### src/shared/dcc_pkg.sv
// dcc_pkg: offsets, field positions, reset values and bus codes of the
// dma channel control block.
// assumes a 32-bit AXI4-Lite register bus and one word per channel.
package dcc_pkg;
  // ---------------------------------------------------------------
  // register map
  // ---------------------------------------------------------------
  localparam int unsigned CTRL_BASE_WORD = 0;         // word index of channel 0 control
  localparam logic [31:0] CTRL_RST       = 32'h0000_0000; // control word after reset

  // ---------------------------------------------------------------
  // dma_channel_control field positions
  // ---------------------------------------------------------------
  localparam int unsigned BUSY_BIT   = 15; // channel_active_flag, read only
  localparam int unsigned DIR_BIT    = 8;  // chain_direction_select
  localparam int unsigned ON_BIT     = 7;  // channel_on
  localparam int unsigned EWO_BIT    = 6;  // events_while_off
  localparam int unsigned PERMIT_BIT = 5;  // chain_permit
  localparam int unsigned AUTO_BIT   = 4;  // auto_reenable
  localparam int unsigned SEEN_BIT   = 2;  // event_seen_flag, read only
  localparam int unsigned PRI_LSB    = 0;  // channel_priority_level low bit
  localparam int unsigned PRI_W      = 2;  // channel_priority_level width

  // ---------------------------------------------------------------
  // AXI response codes
  // ---------------------------------------------------------------
  localparam logic [1:0] RESP_OKAY   = 2'h0;
  localparam logic [1:0] RESP_SLVERR = 2'h2;
endpackage

### src/logic/dcc_arb.sv
// dcc_arb: fixed-priority grant among requesting channels.
// assumes req is already gated by channel_on; pri is packed two bits a channel.
`timescale 1ns/1ns
module dcc_arb #(
  parameter int NUM_CH = 4
) (
  input  wire logic                         clk,   // only the checks use it
  input  wire logic                         rst_n, // only the checks use it
  input  wire logic [NUM_CH-1:0]            req,
  input  wire logic [NUM_CH*dcc_pkg::PRI_W-1:0] pri,
  output logic      [NUM_CH-1:0]            grant
);
  // ---------------------------------------------------------------
  // selection
  // ---------------------------------------------------------------
  logic [dcc_pkg::PRI_W-1:0] best_pri; // level of the current winner
  logic                      found;    // some channel already chosen

  // highest level wins; on a tie the lower index keeps it (strict >)
  always_comb begin
    grant    = '0;
    best_pri = '0;
    found    = 1'b0;
    for (int i = 0; i < NUM_CH; i++) begin
      if (req[i] && (!found || pri[i*dcc_pkg::PRI_W +: dcc_pkg::PRI_W] > best_pri)) begin
        grant    = '0;
        grant[i] = 1'b1;
        best_pri = pri[i*dcc_pkg::PRI_W +: dcc_pkg::PRI_W];
        found    = 1'b1;
      end
    end
  end

  // ---------------------------------------------------------------
  // checks
  // ---------------------------------------------------------------
  for (genvar i = 0; i < NUM_CH; i++) begin : g_chk
    for (genvar j = 0; j < NUM_CH; j++) begin : g_pair

    end
  end
endmodule // dcc_arb

### src/logic/dcc_top.sv
// dcc_top: per-channel control and status of a multi-channel dma engine,
// reached over AXI4-Lite, one control word per channel.
// assumes the transfer engine supplies block-done pulses and busy levels,
// and that all inputs are synchronous to REF_CLK.
// Functional notes
// - bit 15 shows channel active or enabled
// - bit 8 picks which neighbour's completion chains
// - direction bit ignored unless chain permitted
// - bit 7 switches channel on or off
// - bit 6 keeps events while channel off
// - chaining enables only with chain permit set
// - bit 4 keeps channel on after block
// - bit 2 flags a detected event
// - bits 1:0 give priority, 3 highest
// - busy stays until current transaction ends
// - upper half reads zero, writes ignored
// - bits 14 to 9 read zero
//
// The register addresses and register access over AXI4-Lite were chosen for this implementation.
`timescale 1ns/1ns
module dcc_top #(
  parameter int NUM_CH = 4, // channel count, two or more
  parameter int AW     = 8  // byte address width
) (
  input  wire logic              REF_CLK,
  input  wire logic              RESETN,
  input  wire logic [AW-1:0]     S_AXI_AWADDR,
  input  wire logic              S_AXI_AWVALID,
  output logic                   S_AXI_AWREADY,
  input  wire logic [31:0]       S_AXI_WDATA,
  input  wire logic [3:0]        S_AXI_WSTRB,
  input  wire logic              S_AXI_WVALID,
  output logic                   S_AXI_WREADY,
  output logic [1:0]             S_AXI_BRESP,
  output logic                   S_AXI_BVALID,
  input  wire logic              S_AXI_BREADY,
  input  wire logic [AW-1:0]     S_AXI_ARADDR,
  input  wire logic              S_AXI_ARVALID,
  output logic                   S_AXI_ARREADY,
  output logic [31:0]            S_AXI_RDATA,
  output logic [1:0]             S_AXI_RRESP,
  output logic                   S_AXI_RVALID,
  input  wire logic              S_AXI_RREADY,
  input  wire logic [NUM_CH-1:0] CH_START_EVT,  // start event pulses
  input  wire logic [NUM_CH-1:0] CH_ABORT_EVT,  // abort event pulses
  input  wire logic [NUM_CH-1:0] CH_BLOCK_DONE, // block complete pulses
  input  wire logic [NUM_CH-1:0] CH_XFER_ACTIVE,// transaction in flight
  input  wire logic [NUM_CH-1:0] CH_REQ,        // transfer request pending
  output logic [NUM_CH-1:0]      CH_ENABLE,     // channel_on per channel
  output logic [NUM_CH-1:0]      CH_RUN,        // enabled and event seen
  output logic [NUM_CH-1:0]      CH_ABORT,      // accepted abort, one cycle
  output logic [NUM_CH-1:0]      CH_GRANT,      // one-hot bus grant
  output logic                   CH_GRANT_VALID
);
  // ---------------------------------------------------------------
  // state
  // ---------------------------------------------------------------
  typedef struct packed {
    logic              awready;  // free to take a write address
    logic              wready;   // free to take write data
    logic              aw_have;  // write address held
    logic              w_have;   // write data held
    logic [AW-1:0]     awaddr;   // held write address
    logic [31:0]       wdata;    // held write data
    logic [3:0]        wstrb;    // held byte strobes
    logic              bvalid;   // write response pending
    logic [1:0]        bresp;
    logic              arready;  // free to take a read address
    logic              rvalid;   // read data pending
    logic [31:0]       rdata;
    logic [1:0]        rresp;
    logic [NUM_CH-1:0] on;       // channel_on
    logic [NUM_CH-1:0] dir;      // chain_direction_select
    logic [NUM_CH-1:0] ewo;      // events_while_off
    logic [NUM_CH-1:0] permit;   // chain_permit
    logic [NUM_CH-1:0] auto_re;  // auto_reenable
    logic [NUM_CH-1:0] seen;     // event_seen_flag
    logic [NUM_CH-1:0] busy;     // channel_active_flag
    logic [NUM_CH-1:0] run;
    logic [NUM_CH-1:0] abort;
    logic [NUM_CH*2-1:0] pri;    // channel_priority_level, two bits each
    logic [NUM_CH-1:0] grant;
    logic              gvalid;
  } dcc_state_s;

  dcc_state_s r;   // registered state
  dcc_state_s nx;  // next state

  localparam logic [AW-3:0] NCH = (AW-2)'(NUM_CH);
  localparam logic [AW-3:0] BASE = (AW-2)'(dcc_pkg::CTRL_BASE_WORD);

  logic              wr_fire;  // held write is applied this cycle
  logic              wr_map;   // held write hits a channel word
  logic [AW-3:0]     wr_idx;   // channel of the held write
  logic              rd_map;   // read address hits a channel word
  logic [AW-3:0]     rd_idx;   // channel of the read
  logic [NUM_CH-1:0] wr_ch;    // write lands on this channel
  logic [NUM_CH-1:0] chain;    // chain trigger per channel
  logic [NUM_CH-1:0] accept;   // event taken per channel
  logic [NUM_CH-1:0] done_up;  // bit i is block done of channel i+1
  logic [NUM_CH-1:0] done_dn;  // bit i is block done of channel i-1
  logic [NUM_CH-1:0] arb_gnt;  // arbiter result

  // ---------------------------------------------------------------
  // control word image of one channel
  // ---------------------------------------------------------------
  // everything not listed stays zero, so unused bits read as zero
  function automatic logic [31:0] ctrl_word(input dcc_state_s s, input int i);
    logic [31:0] w;
    w = dcc_pkg::CTRL_RST;
    w[dcc_pkg::BUSY_BIT]   = s.busy[i];
    w[dcc_pkg::DIR_BIT]    = s.dir[i];
    w[dcc_pkg::ON_BIT]     = s.on[i];
    w[dcc_pkg::EWO_BIT]    = s.ewo[i];
    w[dcc_pkg::PERMIT_BIT] = s.permit[i];
    w[dcc_pkg::AUTO_BIT]   = s.auto_re[i];
    w[dcc_pkg::SEEN_BIT]   = s.seen[i];
    w[dcc_pkg::PRI_LSB +: dcc_pkg::PRI_W] = s.pri[i*2 +: 2];
    return w;
  endfunction

  // neighbour completions, edge channels have no neighbour there
  assign done_up = {1'b0, CH_BLOCK_DONE[NUM_CH-1:1]};
  assign done_dn = {CH_BLOCK_DONE[NUM_CH-2:0], 1'b0};

  // ---------------------------------------------------------------
  // arbiter
  // ---------------------------------------------------------------
  dcc_arb #(
    .NUM_CH (NUM_CH)
  ) u_arb (
    .clk   (REF_CLK),
    .rst_n (RESETN),
    .req   (r.on & CH_REQ),
    .pri   (r.pri),
    .grant (arb_gnt)
  );

  // ---------------------------------------------------------------
  // next state
  // ---------------------------------------------------------------
  // address and data are held separately so either may come first;
  // the write is applied only once both are in and no response waits
  always_comb begin
    nx      = r;
    wr_fire = r.aw_have && r.w_have && !r.bvalid;
    wr_idx  = r.awaddr[AW-1:2] - BASE;
    wr_map  = (r.awaddr[1:0] == 2'h0) && (r.awaddr[AW-1:2] >= BASE) && (wr_idx < NCH);
    rd_idx  = S_AXI_ARADDR[AW-1:2] - BASE;
    rd_map  = (S_AXI_ARADDR[1:0] == 2'h0) && (S_AXI_ARADDR[AW-1:2] >= BASE) && (rd_idx < NCH);
    wr_ch   = '0;
    chain   = '0;
    accept  = '0;
    // write address and data capture
    if (S_AXI_AWVALID && r.awready) begin
      nx.awaddr  = S_AXI_AWADDR;
      nx.aw_have = 1'b1;
    end
    if (S_AXI_WVALID && r.wready) begin
      nx.wdata  = S_AXI_WDATA;
      nx.wstrb  = S_AXI_WSTRB;
      nx.w_have = 1'b1;
    end
    // apply and answer; unmapped words are refused with slverr
    if (wr_fire) begin
      nx.aw_have = 1'b0;
      nx.w_have  = 1'b0;
      nx.bvalid  = 1'b1;
      nx.bresp   = wr_map ? dcc_pkg::RESP_OKAY : dcc_pkg::RESP_SLVERR;
    end else if (r.bvalid && S_AXI_BREADY) begin
      nx.bvalid = 1'b0;
    end
    nx.awready = !nx.aw_have;
    nx.wready  = !nx.w_have;
    // read: one outstanding, data snapshot at acceptance
    if (S_AXI_ARVALID && r.arready) begin
      nx.rvalid = 1'b1;
      nx.rdata  = 32'h0000_0000;
      nx.rresp  = dcc_pkg::RESP_SLVERR;
      for (int i = 0; i < NUM_CH; i++) begin
        if (rd_map && rd_idx == (AW-2)'(i)) begin
          nx.rdata = ctrl_word(r, i);
          nx.rresp = dcc_pkg::RESP_OKAY;
        end
      end
    end else if (r.rvalid && S_AXI_RREADY) begin
      nx.rvalid = 1'b0;
    end
    nx.arready = !nx.rvalid;
    // per-channel control
    for (int i = 0; i < NUM_CH; i++) begin
      wr_ch[i]  = wr_fire && wr_map && (wr_idx == (AW-2)'(i));
      // completion of the chosen neighbour, only when chaining is allowed
      chain[i]  = r.permit[i] && (r.dir[i] ? done_up[i] : done_dn[i]);
      // events while off are dropped unless the channel asks to keep them
      accept[i] = (CH_START_EVT[i] || CH_ABORT_EVT[i]) && (r.on[i] || r.ewo[i]);
      // software wins, then chaining, then end-of-block disable
      if (wr_ch[i] && r.wstrb[0]) begin
        nx.on[i] = r.wdata[dcc_pkg::ON_BIT];
      end else if (chain[i]) begin
        nx.on[i] = 1'b1;
      end else if (CH_BLOCK_DONE[i] && !r.auto_re[i]) begin
        nx.on[i] = 1'b0;
      end
      if (wr_ch[i] && r.wstrb[0]) begin
        nx.ewo[i]     = r.wdata[dcc_pkg::EWO_BIT];
        nx.permit[i]  = r.wdata[dcc_pkg::PERMIT_BIT];
        nx.auto_re[i] = r.wdata[dcc_pkg::AUTO_BIT];
        nx.pri[i*2 +: 2] = r.wdata[dcc_pkg::PRI_LSB +: dcc_pkg::PRI_W];
      end
      // byte 1 holds only the direction; busy is read only
      if (wr_ch[i] && r.wstrb[1]) begin
        nx.dir[i] = r.wdata[dcc_pkg::DIR_BIT];
      end
      // a new event beats the end-of-block clear in the same cycle
      if (accept[i]) begin
        nx.seen[i] = 1'b1;
      end else if (CH_BLOCK_DONE[i]) begin
        nx.seen[i] = 1'b0;
      end
      nx.abort[i] = CH_ABORT_EVT[i] && accept[i];
      // busy holds through the tail of a suspended transaction
      nx.busy[i]  = nx.on[i] || CH_XFER_ACTIVE[i];
      nx.run[i]   = nx.on[i] && nx.seen[i];
    end
    nx.grant  = arb_gnt;
    nx.gvalid = |arb_gnt;
  end

  // ---------------------------------------------------------------
  // state register
  // ---------------------------------------------------------------
  always_ff @(posedge REF_CLK or negedge RESETN) begin
    if (!RESETN) begin
      r <= '0;
    end else begin
      r <= nx;
    end
  end

  // outputs come straight from the state register
  assign S_AXI_AWREADY  = r.awready;
  assign S_AXI_WREADY   = r.wready;
  assign S_AXI_BRESP    = r.bresp;
  assign S_AXI_BVALID   = r.bvalid;
  assign S_AXI_ARREADY  = r.arready;
  assign S_AXI_RDATA    = r.rdata;
  assign S_AXI_RRESP    = r.rresp;
  assign S_AXI_RVALID   = r.rvalid;
  assign CH_ENABLE      = r.on;
  assign CH_RUN         = r.run;
  assign CH_ABORT       = r.abort;
  assign CH_GRANT       = r.grant;
  assign CH_GRANT_VALID = r.gvalid;

  for (genvar i = 0; i < NUM_CH; i++) begin : g_chk

  end
endmodule // dcc_top

### config.mk
export PLATFORM = sky130hd
export DESIGN_NAME = dcc_top
export DESIGN_NICKNAME = d
export VERILOG_FILES = /design/src/shared/dcc_pkg.sv /design/src/logic/dcc_arb.sv /design/src/logic/dcc_top.sv
export SDC_FILE = /design/constraint.sdc
export NUM_CORES = 1
export LEC_CHECK = 0
export BUFFER_PORTS_ARGS = -buffer_cell sky130_fd_sc_hd__clkbuf_2
export CORE_ASPECT_RATIO = 2
export CORE_UTILIZATION = 36
export CTS_BUF_LIST = sky130_fd_sc_hd__clkbuf_8 sky130_fd_sc_hd__clkbuf_16
export DETAILED_ROUTE_END_ITERATION = 16
export PLACE_DENSITY = 0.7
export SYNTH_ARGS = -nofsm -noshare
export SYNTH_HDL_FRONTEND = slang
export SYNTH_SLANG_ARGS = --single-unit
export TNS_END_PERCENT = 100
### constraint.sdc
create_clock -name REF_CLK -period 3.3 [get_ports REF_CLK]
set_clock_uncertainty 0.15 [all_clocks]
set_input_delay 0.165 -clock REF_CLK [delete_from_list [all_inputs] [get_ports REF_CLK]]
set_output_delay 0.165 -clock REF_CLK [all_outputs]
set_load 0.005 [all_outputs]
== After elaboration in Yosys (flattened, before gate mapping) ==
Cells that the tools add are included.
Widths: inputs -> output; s select.

* Bits in registers: 111
* Bits of input ports: 79
* Output and inout port bits: 58

* $lt $le $gt $ge: 7
* Eq/ne operators: 6
* Muxes and demuxes: 46
* Bitwise logic cells: 1
* Reductions and logical operators: 83

{| class="wikitable"
|+ Operators by type and width
! cell !! number
|-
| $mux 34 || 3
|-
| $logic_and 1x1->1 || 51
|-
| $mux 1 || 34
|-
| $eq 6x2->1 const B || 4
|-
| $mux 18 || 1
|-
| $logic_or 1x1->1 || 15
|-
| $eq 6x1->1 const B || 2
|-
| $ge 6x1->1 const B || 2
|-
| $logic_not 6->1 || 2
|-
| $lt 6x3->1 const B || 2
|-
| $mux 4 || 3
|-
| $logic_not 1->1 || 11
|-
| $mux 2 || 5
|-
| $gt 2x2->1 || 3
|-
| $and 4x4->4 || 1
|-
| $logic_not 2->1 || 2
|-
| $reduce_or 4->1 || 1
|-
| $reduce_bool 2->1 || 1
|}

== Logic depth before layout (Yosys ltp) ==
* Word-level depth: 15
* Mapped depth: 17
* Gate-level depth less buffers: 16

== Modules after synthesis ==
Synthesis repeated with hierarchy kept, for this count alone.

* Cells, all modules: 347
* Area total of the unflattened synthesis: 4119.0 µm²

{| class="wikitable"
|+ Modules (own cells, without submodules)
! module !! times used !! cells an instance !! area each (µm²) !! seq. area each (µm²)
|-
| dcc_top || 1 || 312 || 3857.4 || 2102.0
|-
| dcc_arb || 1 || 35 || 261.5 || 0.0
|}

== Least setup slack after synthesis ==
Ideal clock, no wire load.

* Path type: reg2reg
* Start: register r (netlist bit CH_ENABLE[0])
* End: register r (netlist bit CH_GRANT[1])
* Arrival time: 3.392 ns
* Data required time: 3.056 ns
* Setup slack: -0.336 ns
* Stages on the path, launching flop included: 18
* Buffers on the path: 1
* Clock period less this slack: 3.636 ns
* Cell sequence: dfrtp_1 > clkbuf_1 > nand3_1 > ha_1 > nor2b_1 > o2111ai_1 > a21boi_0 > nor2_1 > ha_1 > nor2b_1 > o2111ai_1 > and2_1 > o22ai_1 > ha_1 > nor2b_1 > o21ai_0 > a22oi_1 > a211oi_1

* Word-level cells in the longest chain between the ends: 14
* Elaborated cells between the ends (all ways): 22
* Classes of those cells: 3 x order compare; 9 x mux; 1 x bitwise; 9 x reduce/logical

{| class="wikitable"
|+ Ends and longest elaborated chain
! item !! RTL line !! RTL
|-
| start, declared || dcc_top.sv:86 || <nowiki>dcc_state_s r;</nowiki>
|-
| start signal, assigned || dcc_top.sv:237 || <nowiki>r <= nx;</nowiki>
|-
| $and 4x4->4 * || dcc_top.sv:134 || <nowiki>.req (r.on & CH_REQ),</nowiki>
|-
| $mux 2 / $mux 1 (equally long branches) || dcc_arb.sv:25 || <nowiki>if (req[i] && (!found || pri[i*dcc_pkg::PRI_W +: dcc_pkg::PRI_W] > best_pri)) begin</nowiki>
|-
| $gt 2x2->1 / $logic_not 1->1 (equally long branches) || dcc_arb.sv:25 ||
|-
| $logic_or 1x1->1 || dcc_arb.sv:25 ||
|-
| $logic_and 1x1->1 || dcc_arb.sv:25 ||
|-
| $mux 2 / $mux 1 (equally long branches) || dcc_arb.sv:25 ||
|-
| $gt 2x2->1 / $logic_not 1->1 (equally long branches) || dcc_arb.sv:25 ||
|-
| $logic_or 1x1->1 || dcc_arb.sv:25 ||
|-
| $logic_and 1x1->1 || dcc_arb.sv:25 ||
|-
| $mux 2 / $mux 1 (equally long branches) || dcc_arb.sv:25 ||
|-
| $gt 2x2->1 / $logic_not 1->1 (equally long branches) || dcc_arb.sv:25 ||
|-
| $logic_or 1x1->1 || dcc_arb.sv:25 ||
|-
| $logic_and 1x1->1 || dcc_arb.sv:25 ||
|-
| $mux 4 * || dcc_arb.sv:25 ||
|-
| net arb_gnt[1] || dcc_top.sv:102 || <nowiki>logic [NUM_CH-1:0] arb_gnt;</nowiki>
|}

The timed path passes the listed nets; every way through them passes the cells marked *.
A chain may end at the register's enable or synchronous reset.

== Worst setup path after layout ==
Ends and elaborated chain as after synthesis.

==> impl_metrics.yaml <==
run_status:
  status: "finished with violations"
  violations: "setup timing"
critical_path:
  critPathTopFamily: "compound AO/OA/AOI/OAI gates"
  r2r_setup_slack_ns: -0.21
  crit_chain: "nand3_4, ha_4, nor2b_4, o2111ai_4, a21boi_2, nor2_1, ha_1, nor2b_4, o2111ai_4, and2_4, o22ai_4, ha_4, nor2b_4, o21ai_4, a22oi_2, buf_4, a211oi_2"
  cp_max_fo: 4
  critPathLaunch: "CH_ENABLE[0]"
  worst-setup-path-type: "reg -> reg"
  ff2ff_path_depth: 17
  max_stage_delay_ns: 0.42
  arrival_ns: 3.61
  required_ns: 3.40
  reg2reg_to: "CH_GRANT[1]"
  endpoint_kind: "flop"
  r2r-start: "CH_ENABLE[0]"
  crit_buf_inv: 1
  startpoint_type: "flop"
  cpMostUsedCell: "nor2b_4"
  critPathSlowestCell: "dfrtp_1"
detailed_routing:
  first_iter_violations: 136
  first_pass_iters: 4
  route.detailed.drc: 0
  ant_nets: 0
  post_drt_wl_per_cell_um: 15.8
  drt-vias-per-instance: 4.91
  routed-via-count: 3079
  route.final.wire_length_mm: 9.93
power:
  design_power_total_mw: 3.16
  ir_drop_v: 0.000497
  p_leak_nw: 2.75
  power-per-cell-area_mw_per_mm2: 576
placement:
  place.gp.congestion: 0.843
  post-dp-hpwl_mm: 7.28
  port_buffers: 84
  dpl_worst_slack_ns: -0.351
synth:
  synth_area_mm2: 0.00415
  ys_ff_latch: 84
  yosysWarnings: 0
  synth_edf_count: 0
  yosys.cell_types.count: 44
  yosys_most_used_dff: "dfrtp_1"
  seq_area_frac_synth_pct: 50.6
  avgSynthCellArea_um2: 11.5
  synth_cells: 361
  synthArstFlopShare_pct: 100
min_path:
  hp-start: "CH_START_EVT[0]"
  hold_depth: 3
  min_path_type: "in -> reg"
  min_to: "r[25]"
floorplanning:
  initial_core_util_pct: 36.8
  ios: 137
  die_w_um: 78.0
  die_area_mm2: 0.0120
  rows: 55
  die_y_um: 154
  coreArea_mm2: 0.0113
grt:
  antenna_found_initial: 0
  track_usage_pct: 17.6
  grt_pass1_wl_mm: 16.2
  grt_overflow_total: 0
  grt_max_degree: 85
  grt_pass1_vias: 3349
timing:
  hold_viol: 0
  tightestPinTransition_ns: 1.05
  max_slew_margin_pct: 30.1
  fmaxAchievable_mhz: 285
  slew_violations: 0
  final.min_clock_period_ns: 3.51
  worst_slack_ns: -0.206
  fin_crit_sh_pct: 106
  rsz0062_at_grt: "yes"
  setup_viol_count_final: 4
  fin_hold_ws_ns: 0.0111
finish:
  fin_nets: 565
  layout_common_cells: "dfrtp_1 (84), clkbuf_2 (83), mux2_2 (43)"
  syn_to_final_growth_pct: 32.1
  diodes: 0
  final_common_cell: "dfrtp_1"
  fillers: 1022
  layout-drive-gt1-share_pct: 41.6
clock_network:
  cts_buffer_depth: 2
  numCtsBuffers: 9
  clock_latency_ns: 0.34
  cts.sinks: 84
  cts-root-buf: "clkbuf_16"
  h-tree-depth: 3
  cts_tree: "done"
  clkTransAtPathRegs_ns: 0.07
flow_run:
  drv_cap: 0
through the flow:
step / cells / setup TNS (ns) / utilization [%] / area [um^2]
finish: 627 / -0.557 / 48.6 / 5490
global placement: 565 / -0.194 / 40.7 / 4600
CTS: 623 / -0.446 / 48.2 / 5440
floorplan: 385 / -0.0146 / - / 4330
global route: 627 / -1.37 / 48.6 / 5490
detailed placement: 565 / -0.923 / 40.7 / 4600
report_power, final:
part | switching, mW | leakage (nW) | internal [mW]
registers | 0.214 | 1.10 | 1.24
logic | 0.300 | 1.50 | 0.363
clock network | 0.425 | 0.154 | 0.619
total | 0.938 | 2.75 | 2.22
routing by layer:
metal,GRT usage [%],part of all wire [%],vias to the layer above
met1,17.3,35,1495
met3,3.62,4.6,27
li1,-,-,1436
met4,8.64,3.7,0
met5,0,0,-
met2,33.8,56,121
sequential cells by signal, indices dropped and copies added (netlist names):
signal and flops:
S_AXI_ARREADY 1, S_AXI_RVALID 1, S_AXI_RRESP 1, CH_GRANT_VALID 1, r 51, CH_RUN 4
CH_GRANT 4, S_AXI_BRESP 1, S_AXI_RDATA 9, S_AXI_AWREADY 1, CH_ABORT 4, S_AXI_WREADY 1
CH_ENABLE 4, S_AXI_BVALID 1
worst max path at each step:
stage                              to  cells after the start
final                     CH_GRANT[1]                     17
after global routing      CH_GRANT[0]                     16
after CTS                 CH_GRANT[0]                     16
after detailed placement  CH_GRANT[0]                     16
after global placement    CH_GRANT[0]                     16
after floorplan           CH_GRANT[0]                     17
worst min-delay path, delay by kind of cell:
family / cells / cell delay [ns]
compound gates: 2 / 0.21
buf+inv: 1 / 0.08
synth_stat cells (all sizes together), types with 6 or more instances:
cell,count,area share [%]
dfrtp,84,51
buf,57,10
mux2,43,12
nand2,22,2.0
inv,21,1.9
nor2,14,1.3
mux2i,12,2.9
o21ai,10,1.2
nand2b,8,1.2
nor2b,8,1.2
nand4,7,1.1
ha,6,1.8
what timing repair did:
item / 4_1_cts / 5_1_grt
hold buffers: 35 / 0
pin swaps: 6 / 5
hold endpoints to repair: 118 / 0
endpoints found under the setup margin: 4 / 4
gates resized for setup: 20 / 4
setup buffers: 7 / 4
cells by family after synthesis:
| logic type | Yosys count | synth area share (%) |
|---|---|---|
| AOI/OAI and AO/OA | 54 | 9.67 |
| adders and majority gates | 6 | 1.81 |
| buffers and inverters | 82 | 12.4 |
| DFF | 84 | 50.6 |
| muxes | 56 | 15.1 |
| other | 1 | 0.0903 |
| and+or+nand+nor | 78 | 10.4 |
final cells by class:
class | instances | area [um^2] | share of cell area [%]
timing repair buffer | 145 | 976 | 17.8
clock inverter | 6 | 73.8 | 1.34
inverter | 21 | 78.8 | 1.44
tap | 142 | 178 | 3.24
clock buffer | 10 | 239 | 4.35
sequential | 84 | 2100 | 38.3
multi-input combinational | 219 | 1840 | 33.6
No activity file was read; power rests on OpenSTA's default activity.
